===== src/include/fbxc_defines.vh =====
// constants and register map of the fieldbus buffer exchange control
//
// Functional notes
// - in change mode a new output buffer that differs from the stored copy starts a transmission.
// - in trigger mode a transmission starts only when byte 0 of the unswapped output buffer changes, never otherwise.
// - in trigger mode every received telegram increments the input trigger byte.
// - in trigger mode with swapping off, byte 0 of both input and output buffers is the trigger byte, not user data.
// - a configuration bit selects whether a length byte is kept in the buffers.
// - with the length byte on, the number of bytes held in the output length byte is sent, capped at the end of the buffer.
// - with the length byte on, the count of received characters is written to the input length byte.
// - with swapping on, high and low bytes of every 16 bit word are exchanged in both directions.
// - swapping applies to the whole buffer, not to a region.
`ifndef FBXC_DEFINES_VH
`define FBXC_DEFINES_VH
// ------------------------------------------------------------
// register offsets (byte addresses)
// ------------------------------------------------------------
`define FBXC_REG_CTRL 4'h0
`define FBXC_REG_STAT 4'h4
`define FBXC_REG_TXCNT 4'h8
`define FBXC_REG_RXCNT 4'hc
// ------------------------------------------------------------
// control fields
// ------------------------------------------------------------
`define FBXC_CTRL_TRIG 0
`define FBXC_CTRL_LEN 1
`define FBXC_CTRL_SWAP 2
`define FBXC_CTRL_RST 3'h0
// ------------------------------------------------------------
// status fields
// ------------------------------------------------------------
`define FBXC_STAT_BUSY 0
`define FBXC_STAT_RXTRIG_LO 8
`define FBXC_STAT_RXTRIG_HI 15
`endif


===== src/hdl/fbxc_top.v =====
// fieldbus buffer exchange control: buffer compare, send/receive framing, swap
`timescale 1ns/1ps
`default_nettype none
`include "fbxc_defines.vh"
module fbxc_top #(
  parameter BUF_BYTES = 16,
  parameter AW = 4
) (
  input wire clk,
  input wire rst_b,
  // avalon-mm slave
  input wire [3:0] avs_address,
  input wire avs_read,
  input wire avs_write,
  input wire [31:0] avs_writedata,
  output reg [31:0] avs_readdata,
  output reg avs_waitrequest,
  // cyclic output buffer from the controller
  input wire fb_out_valid,
  input wire [8*BUF_BYTES-1:0] fb_out_buf,
  // cyclic input buffer towards the controller
  output reg [8*BUF_BYTES-1:0] fb_in_buf,
  // send side stream
  output reg tx_valid,
  output reg [7:0] tx_data,
  output reg tx_last,
  input wire tx_ready,
  // receive side stream
  input wire rx_valid,
  input wire [7:0] rx_data,
  input wire rx_last
);

  // ------------------------------------------------------------
  // state
  // ------------------------------------------------------------
  localparam ST_IDLE = 1'b0;
  localparam ST_SEND = 1'b1;

  reg [2:0] ctrl_r;
  reg [8*BUF_BYTES-1:0] prev_r;
  reg [8*BUF_BYTES-1:0] snap_r;
  reg state_r;
  reg [AW:0] idx_r;
  reg [AW:0] end_r;
  reg [AW:0] rx_pos_r;
  reg [7:0] rx_cnt_r;
  reg [7:0] rx_trig_r;
  reg [15:0] tx_tel_r;
  reg [15:0] rx_tel_r;
  reg [8*BUF_BYTES-1:0] rx_buf_r;

  wire trig_on = ctrl_r[`FBXC_CTRL_TRIG];
  wire len_on = ctrl_r[`FBXC_CTRL_LEN];
  wire swap_on = ctrl_r[`FBXC_CTRL_SWAP];

  // header layout: trigger, then length, then data
  wire [AW:0] hdr = {{AW{1'b0}}, trig_on} + {{AW{1'b0}}, len_on};
  wire [AW:0] len_pos = {{AW{1'b0}}, trig_on};

  // ------------------------------------------------------------
  // swap network
  // ------------------------------------------------------------
  // swap every word of the whole buffer
  wire [8*BUF_BYTES-1:0] out_sw;
  genvar g;
  generate
    for (g = 0; g < BUF_BYTES; g = g + 1) begin : g_sw
      localparam integer P = (g % 2 == 0 && g + 1 < BUF_BYTES) ? g + 1 : ((g % 2 == 1) ? g - 1 : g);
      assign out_sw[8*g +: 8] = fb_out_buf[8*P +: 8];
    end
  endgenerate
  wire [8*BUF_BYTES-1:0] out_eff = swap_on ? out_sw : fb_out_buf;

  function [AW:0] swap_idx;
    input [AW:0] i;
    input sw;
    begin
      if (sw && (i[0] || (i + 1'b1 < BUF_BYTES)))
        swap_idx = {i[AW:1], ~i[0]};
      else
        swap_idx = i;
    end
  endfunction

  // ------------------------------------------------------------
  // send decision
  // ------------------------------------------------------------
  // content compare only in change mode
  wire chg_hit = !trig_on && (fb_out_buf != prev_r);
  wire trg_hit = trig_on && (fb_out_buf[7:0] != prev_r[7:0]);
  wire send_go = fb_out_valid && (state_r == ST_IDLE) && (chg_hit || trg_hit);

  // send length from the output length byte, capped to the buffer
  wire [7:0] len_raw = out_eff[8*len_pos +: 8];
  wire [8:0] len_end = {1'b0, len_raw} + {{(8-AW){1'b0}}, hdr};
  // buffer size at index width, so the end compare needs no part-select of a parameter
  localparam [AW:0] BUF_END = BUF_BYTES;
  wire [AW:0] send_end = !len_on ? BUF_END :
    (len_end > BUF_BYTES) ? BUF_END : len_end[AW:0];

  always @(posedge clk or negedge rst_b) begin
    if (!rst_b) begin
      prev_r <= {8*BUF_BYTES{1'b0}};
      snap_r <= {8*BUF_BYTES{1'b0}};
      state_r <= ST_IDLE;
      idx_r <= {(AW+1){1'b0}};
      end_r <= {(AW+1){1'b0}};
      tx_valid <= 1'b0;
      tx_data <= 8'h00;
      tx_last <= 1'b0;
      tx_tel_r <= 16'h0000;
    end else begin
      if (fb_out_valid && state_r == ST_IDLE)
        prev_r <= fb_out_buf;
      case (state_r)
        ST_IDLE: begin
          if (send_go && send_end > hdr) begin
            snap_r <= out_eff;
            end_r <= send_end;
            idx_r <= hdr;
            state_r <= ST_SEND;
            tx_valid <= 1'b1;
            tx_data <= out_eff[8*hdr +: 8];
            tx_last <= (hdr + 1'b1 == send_end);
          end
        end
        ST_SEND: begin
          if (tx_ready) begin
            if (tx_last) begin
              tx_valid <= 1'b0;
              tx_last <= 1'b0;
              state_r <= ST_IDLE;
              tx_tel_r <= tx_tel_r + 16'h0001;
            end else begin
              idx_r <= idx_r + 1'b1;
              tx_data <= snap_r[8*(idx_r + 1'b1) +: 8];
              tx_last <= (idx_r + 2'd2 == end_r);
            end
          end
        end
        default: state_r <= ST_IDLE;
      endcase
    end
  end

  // ------------------------------------------------------------
  // receive path
  // ------------------------------------------------------------
  // position 0 means start of telegram: the first byte lands right after the header
  wire [AW:0] rx_at = (rx_pos_r == {(AW+1){1'b0}}) ? hdr : rx_pos_r;
  wire [AW:0] rx_dst = swap_idx(rx_at, swap_on);
  wire [7:0] rx_cnt_fin = rx_cnt_r + 8'h01;
  wire [7:0] rx_trig_nxt = rx_trig_r + 8'h01;
  wire [AW:0] len_dst = swap_idx(len_pos, swap_on);
  wire [AW:0] trg_dst = swap_idx({(AW+1){1'b0}}, swap_on);

  always @(posedge clk or negedge rst_b) begin
    if (!rst_b) begin
      rx_pos_r <= {(AW+1){1'b0}};
      rx_cnt_r <= 8'h00;
      rx_trig_r <= 8'h00;
      rx_buf_r <= {8*BUF_BYTES{1'b0}};
      fb_in_buf <= {8*BUF_BYTES{1'b0}};
      rx_tel_r <= 16'h0000;
    end else if (rx_valid) begin
      if (rx_at < BUF_BYTES)
        rx_buf_r[8*rx_dst +: 8] <= rx_data;
      if (rx_last) begin
        rx_pos_r <= {(AW+1){1'b0}};
        rx_cnt_r <= 8'h00;
        rx_tel_r <= rx_tel_r + 16'h0001;
        fb_in_buf <= rx_buf_r;
        if (rx_at < BUF_BYTES)
          fb_in_buf[8*rx_dst +: 8] <= rx_data;
        // received character count into the length byte
        if (len_on)
          fb_in_buf[8*len_dst +: 8] <= rx_cnt_fin;
        if (trig_on) begin
          rx_trig_r <= rx_trig_nxt;
          fb_in_buf[8*trg_dst +: 8] <= rx_trig_nxt;
        end
      end else begin
        rx_cnt_r <= rx_cnt_fin;
        rx_pos_r <= rx_at + 1'b1;
      end
    end
  end

  // ------------------------------------------------------------
  // avalon-mm registers
  // ------------------------------------------------------------
  // length byte select held in the control register
  always @(posedge clk or negedge rst_b) begin
    if (!rst_b) begin
      ctrl_r <= `FBXC_CTRL_RST;
      avs_waitrequest <= 1'b1;
      avs_readdata <= 32'h00000000;
    end else begin
      avs_waitrequest <= 1'b1;
      if ((avs_read || avs_write) && avs_waitrequest) begin
        avs_waitrequest <= 1'b0;
        if (avs_write && avs_address == `FBXC_REG_CTRL)
          ctrl_r <= avs_writedata[2:0];
        if (avs_address == `FBXC_REG_CTRL)
          avs_readdata <= {29'h0, ctrl_r};
        else if (avs_address == `FBXC_REG_STAT)
          avs_readdata <= {16'h0, rx_trig_r, 7'h0, state_r};
        else if (avs_address == `FBXC_REG_TXCNT)
          avs_readdata <= {16'h0, tx_tel_r};
        else if (avs_address == `FBXC_REG_RXCNT)
          avs_readdata <= {16'h0, rx_tel_r};
        else
          avs_readdata <= 32'h00000000;
      end
      if (!avs_waitrequest)
        avs_waitrequest <= 1'b1;
    end
  end

endmodule
`default_nettype wire


===== config.mk =====
export PLATFORM = sky130hd
export DESIGN_NAME = fbxc_top
export DESIGN_NICKNAME = d
export VERILOG_FILES = /design/src/hdl/fbxc_top.v
export VERILOG_INCLUDE_DIRS = /design/src /design/src/include
export SDC_FILE = /design/constraint.sdc
export NUM_CORES = 1
export LEC_CHECK = 0
export ABC_AREA = 1
export BUFFER_PORTS_ARGS = -buffer_cell sky130_fd_sc_hd__buf_2
export CAP_MARGIN = 0
export CORE_MARGIN = 8
export CORE_UTILIZATION = 41
export CTS_CLUSTER_DIAMETER = 100
export CTS_CLUSTER_SIZE = 20
export DETAILED_ROUTE_END_ITERATION = 8
export GPL_TIMING_DRIVEN = 1
export SLEW_MARGIN = 20
export SYNTH_ARGS = -nofsm -noshare
export SYNTH_HDL_FRONTEND = slang
export SYNTH_SLANG_ARGS = --single-unit

===== constraint.sdc =====
create_clock -name clk -period 4.8 [get_ports clk]
set_input_delay 0.72 -clock clk [delete_from_list [all_inputs] [get_ports clk]]
set_output_delay 0.72 -clock clk [all_outputs]
set_load 0.01 [all_outputs]

==> results of run 1 <==
-- metrics by stage --
| stage | power [mW] | cells | cell area (um^2) |
|---|---|---|---|
| 2_1_floorplan | 12.59 | 4092 | 31140 |
| 3_3_place_gp | 14.91 | 5203 | 33270 |
| 3_5_place_dp | 15.05 | 5203 | 33270 |
| 4_1_cts | 18.27 | 5250 | 34250 |
| 5_1_grt | 19.59 | 5256 | 34310 |
| 6_report | 18.16 | 5267 | 34340 |
-- sequential cells by signal, summed over array words and instances, names as in the netlist, 8 cells and up --
| register | flops |
|---|---|
| fb_in_buf | 128 |
| tx_data | 8 |
| rx_trig_r | 8 |
| prev_r | 128 |
| snap_r | 120 |
| rx_buf_r | 128 |
| avs_readdata | 16 |
| tx_tel_r | 16 |
| rx_tel_r | 16 |
| rx_cnt_r | 8 |
-- final timing paths --
check / from / endpoint / slack [ns] / depth (start not counted)
max: ctrl_r[1] / fb_in_buf[96] / 0.37 / 22
min: rst_b / avs_readdata[13] / 0.14 / 1
max reg2reg: ctrl_r[1] / fb_in_buf[96] / 0.37 / 22
min reg2reg: rx_tel_r[13] / rx_tel_r[13] / 0.47 / 1
max in group asynchronous: rst_b / fb_in_buf[98] / 3.55 / 2
min in group clk: fb_out_buf[93] / prev_r[93] / 0.43 / 3
-- cells by family (layout without fill, tap and decap cells) --
group / Yosys count / after routing / synth area share [%]
other cells: 1 / 32 / 0.01207
xor+xnor: 145 / 145 / 4.086
simple gates: 1962 / 1962 / 26.46
fa+ha+maj: 15 / 15 / 0.6280
mux: 5 / 5 / 0.1811
buf+inv: 634 / 815 / 8.546
flops: 598 / 598 / 48.15
compound gates: 717 / 717 / 11.93
-- Yosys cell counts (13+ instances only) --
| library cell | number |
|---|---|
| buf_1 | 26 |
| o21ai_0 | 498 |
| buf_6 | 16 |
| dfrtp_1 | 597 |
| buf_2 | 30 |
| buf_4 | 30 |
| xnor2_1 | 102 |
| nor2_1 | 137 |
| clkbuf_1 | 110 |
| a21oi_1 | 99 |
| ha_1 | 14 |
| xor2_1 | 43 |
| nor2_2 | 13 |
| nand2_1 | 1371 |
| inv_1 | 400 |
| nor3_1 | 16 |
| o21ai_1 | 57 |
| o22ai_1 | 27 |
| nand2_2 | 26 |
| nand4_1 | 20 |
| or2_2 | 26 |
| nand3_1 | 317 |
-- metal layers --
layer | vias up | GRT usage [%] | part of all wire [%]
met3 | 132 | 4.449 | 6.5
met5 | - | 0 | 0.11
met1 | 12505 | 27.31 | 44
li1 | 13288 | - | -
met4 | 16 | 5.439 | 2.6
met2 | 577 | 33.06 | 47
-- final cells by class --
class	instances	area [um^2]	share of cell area, %
Timing Repair Buffer	346	1979	5.764
Tap cell	978	1224	3.563
Inverter	422	1594	4.642
Multi-Input combinational cell	2860	13550	39.46
Antenna cell	16	40.04	0.1166
Clock inverter	5	51.30	0.1494
Sequential cell	598	14970	43.59
Clock buffer	42	933.4	2.718
-- worst max-delay path, stage by stage, from the launching register on --
cell	delay, ns
dfrtp_1	0.44
ha_1	0.37
nand3_2	0.10
nand2_2	0.10
ha_1	0.17
nand3_1	0.08
xor2_1	0.20
nand4_1	0.24
nand2_4	0.23
inv_4	0.14
ha_1	0.23
nand2_1	0.08
nor2_1	0.05
ha_1	0.29
inv_1	0.05
nor2_1	0.23
nand2_2	0.21
inv_2	0.34
nand2_2	0.23
inv_2	0.18
o21ai_0	0.13
nand3_1	0.14
nand2_1	0.08
-- report_power, final --
group          internal [mW]  switching (mW)  total, mW
clock network           1.40            1.76       3.16
logic                   2.54            5.11       7.65
registers               6.48           0.870       7.35
==> flow_summary_export.csv, run 1 <==
group,metric,value,unit
synthesis,yosysWarnings,0,
finish,layout_common_cells,"nand2_1, dfrtp_1, o21ai_0",
finish,final_common_cell,"nand2_1",
global_route,grt_overflow_total,0,
clock_tree,holdBufCountCts,0,
worst_setup_path,critical_path_class,"reg2reg",
global_route,grt_pass1_vias,25116,
route,drt_first_pass_iters,5,
route,routed_wl,89040,um
sta,hold_ws,0.1436,ns
route,vias,26518,
synthesis,yosysUniqueCellTypes,46,
route,drtIter0Drc,2101,
clock_tree,clock_path_buffers,3,
clock_tree,cts.sinks,598,
floorplan,dieWidth,291.3,um
sta,relSlewSlack,35.85,%
sta,fin_tns_setup,0,ns
sta,max_freq,225.6,MHz
finish,fin_util,45.52,%
clock_tree,cts.repair.resized,0,
synthesis,synth_area_leaders,"dfrtp_1, nand2_1, o21ai_0",
route,wl_per_cell,16.91,um
floorplan,start_util,41.20,%
finish,syn_to_final_growth,10.49,%
synthesis,syn_avg_cell_area,7.624,um^2
sta,fin_crit,4.432,ns
clock_tree,cts_root_buffer,"clkbuf_16",
worst_setup_path,critPathArrivalTime,4.89,ns
finish,finalNetCount,4459,
synthesis,netlist.area_leader.share,48.07,%
sta,min_period_over_period,92.33,%
global_route,grt_pass1_wl,140600,um
clock_tree,htreeDepth,2,
synthesis,synthArstFlopShare,100.0,%
synthesis,synth_ff_type,"dfrtp_1",
power,p_per_area,528.8,mW/mm^2
placement,hpwl,64040,um
sta,timing.final.ws_setup,0.3683,ns
placement,pre_cts_slack,0.1665,ns
sta,worst_slew_pin_slew,0.9622,ns
synthesis,synth_largest_area_cell,"dfrtp_1",
global_route,grt_max_degree,129,
global_route,track_usage,20.32,%
floorplan,ios,351,
placement,gp_congestion,0.8511,
worst_setup_path,critPathMaxFanout,21,
sta,clock-skew-final,0.03230,ns
sta,hold_viol_final,0,
global_route,antenna_found_initial,31,
clock_tree,cts_tree,"yes",
finish,drive_above_1_share,11.75,%
clock_tree,postCtsSetupBuffers,0,
floorplan,floorplan.rows,101,
route,drt-vias-per-instance,5.035,
flow_run,cap_violations,0,
hold_path,hold_class,"in2async",
synthesis,syn_area,0.03108,mm^2
placement,numPortBuffers,305,
floorplan,die_area,0.08487,mm^2
synthesis,ys_ff_latch,598,
synthesis,synth-edff-count,0,
route,ant_nets,0,
worst_setup_path,crit_required,5.26,ns
synthesis,syn_inst,4077,
floorplan,core,0.07544,mm^2
route,drc,0,
sta,setup-violations-final,0,
sta,rsz0062_at_grt,"no",
clock_tree,clkTransAtPathRegs,0.09,ns
clock_tree,clock_latency,0.58,ns
finish,fillerInstances,7588,
sta,slew_violations,0,
floorplan,die_height,291.3,um
worst_setup_path,start_kind,"flip-flop",
synthesis,ys_seq_area_share,48.15,%
power,ir_drop,629.8,uV
clock_tree,cts_buffers,36,
worst_setup_path,worstSetupEndpointType,"flip-flop",
status,status,"finished, final reports clean",
power,leakage,17.80,nW
Power figures use the tool's default switching activity.
==> inputs of run 2 (changes only) <==
MAX_ROUTING_LAYER = met4   (was not set)
==> flow_summary_export.csv, run 2 (synthesized netlist as in run 1, its figures left out) <==
group,metric,value,unit
status,status,"finished, final reports clean",
clock_tree,clock_path_buffers,3,
finish,syn_to_final_growth,10.56,%
global_route,track_usage,20.91,%
placement,hpwl,64040,um
hold_path,hold_class,"in2async",
floorplan,floorplan.rows,101,
sta,relSlewSlack,36.85,%
sta,rsz0062_at_grt,"no",
route,drtIter0Drc,2222,
flow_run,cap_violations,0,
floorplan,core,0.07544,mm^2
worst_setup_path,worstSetupEndpointType,"flip-flop",
global_route,grt_pass1_vias,25142,
power,p_int,10.42,mW
global_route,grt_overflow_total,0,
power,leakage,17.80,nW
route,ant_nets,0,
finish,layout.cells.non_filler,5276,
sta,hold_ws,0.1740,ns
floorplan,dieWidth,291.3,um
route,drc,0,
finish,fin_util,45.55,%
clock_tree,cts_root_buffer,"clkbuf_16",
route,drt_first_pass_iters,6,
clock_tree,htreeDepth,2,
route,routed_wl,89070,um
worst_setup_path,critical_path_class,"reg2reg",
worst_setup_path,crit_top_cell,"ha_1",
clock_tree,cts.sinks,598,
worst_setup_path,r2r_cells,22,
worst_setup_path,cp.buffers_inverters,4,
worst_setup_path,cp_slowest_cell,"dfrtp_1",
sta,hold_viol_final,0,
finish,fillerInstances,7586,
worst_setup_path,slowest_delay,0.44,ns
clock_tree,clkTransAtPathRegs,0.09,ns
clock_tree,clock_latency,0.58,ns
finish,finalNetCount,4459,
worst_setup_path,worstPathCellList,"ha_1 -> nand3_2 -> nand2_2 -> ha_1 -> nand3_1 -> xor2_1 -> nand4_1 -> nand2_4 -> inv_4 -> ha_1 -> nand2_1 -> nor2_1 -> ha_1 -> inv_1 -> nor2_1 -> nand2_2 -> inv_2 -> nand2_2 -> inv_2 -> o21ai_0 -> nand3_1 -> nand2_1",
route,drt-vias-per-instance,5.003,
sta,worst_slew_pin_slew,0.9472,ns
sta,setup-violations-final,0,
clock_tree,cts_buffers,36,
placement,numPortBuffers,305,
route,wl_per_cell,16.88,um
sta,min_period_over_period,92.29,%
power,swShare,42.62,%
sta,slew_violations,0,
sta,fin_tns_setup,0,ns
power,p_per_area,528.5,mW/mm^2
finish,top_regs,"fb_in_buf x128, prev_r x128, rx_buf_r x128",
global_route,antenna_found_initial,31,
worst_setup_path,critPathMaxFanout,21,
floorplan,start_util,41.20,%
worst_setup_path,start_kind,"flip-flop",
finish,drive_above_1_share,11.75,%
floorplan,ios,351,
power,power,18.16,mW
worst_setup_path,critPathArrivalTime,4.89,ns
power,p_seq_share,40.5,%
power,pwr-share-clk,17.4,%
placement,gp_congestion,0.8626,
sta,clock-skew-final,0.03385,ns
floorplan,die_area,0.08487,mm^2
sta,fin_crit,4.430,ns
power,p_switching,7.741,mW
route,vias,26394,
power,ir_drop,627.4,uV
clock_tree,cts_tree,"yes",
worst_setup_path,path_delay_family,"simple AND/OR/NAND/NOR gates",
clock_tree,postCtsSetupBuffers,0,
sta,max_freq,225.7,MHz
worst_setup_path,path_depth,22,
power,p_comb_share,42.1,%
global_route,grt_max_degree,129,
worst_setup_path,crit_required,5.26,ns
finish,final_common_cell,"nand2_1",
floorplan,die_height,291.3,um
finish,layout_common_cells,"nand2_1, dfrtp_1, o21ai_0",
placement,dp_cells,5203,
global_route,grt_pass1_wl,140600,um
[run 2: changes by cell type in the layout (fill, tap and decap cells not counted), sizes merged]
cell / before / now
diode: 16 / 25
[run 2: cell type report]
class	instances	area (um^2)	area share (%)
Antenna cell	25	62.56	0.1820
Clock buffer	42	933.4	2.716
Clock inverter	5	51.30	0.1493
Inverter	422	1594	4.639
Multi-Input combinational cell	2860	13550	39.43
Sequential cell	598	14970	43.56
Tap cell	978	1224	3.561
Timing Repair Buffer	346	1979	5.760
[run 2: final timing paths]
| check | end | start | slack [ns] |
|---|---|---|---|
| worst max-delay path | fb_in_buf[96] | ctrl_r[1] | 0.37 |
| worst min-delay path | avs_readdata[13] | rst_b | 0.17 |
| worst max register to register | fb_in_buf[96] | ctrl_r[1] | 0.37 |
| worst min register to register | tx_data[1] | tx_data[1] | 0.47 |
| max in group asynchronous | fb_in_buf[98] | rst_b | 3.55 |
| min in group clk | prev_r[93] | fb_out_buf[93] | 0.43 |
[run 2: per-stage QoR]
step                area (um^2)  worst slack, ns
floorplan                 31140           0.7826
global placement          33270           0.2237
detailed placement        33270           0.1665
CTS                       34250           0.1581
global route              34350          0.04598
finish                    34360           0.3701
[run 2: what timing repair did]
item                                    4_1_cts  5_1_grt
gates resized for setup                       0        4
endpoints found under the hold margin         0        0
hold buffers                                  0        0
endpoints found under the setup margin        0       66
[run 2: layer usage]
| layer | track usage, % | vias to the layer above | routed length (um) |
|---|---|---|---|
| li1 | - | 13299 | - |
| met1 | 27.42 | 12402 | 39330 |
| met2 | 33.12 | 574 | 41820 |
| met3 | 4.236 | 119 | 5671 |
| met4 | 5.439 | 0 | 2252 |
| met5 | - | - | 0 |
[run 2: power groups by stage]
stage | clock network [mW] | registers, mW | logic, mW
after detailed placement | 0 | 7.43 | 7.61
after CTS | 3.27 | 7.35 | 7.64
after floorplan | 0 | 7.43 | 5.16
after global placement | 0 | 7.41 | 7.51
after global routing | 3.44 | 7.51 | 8.63
final | 3.16 | 7.35 | 7.65
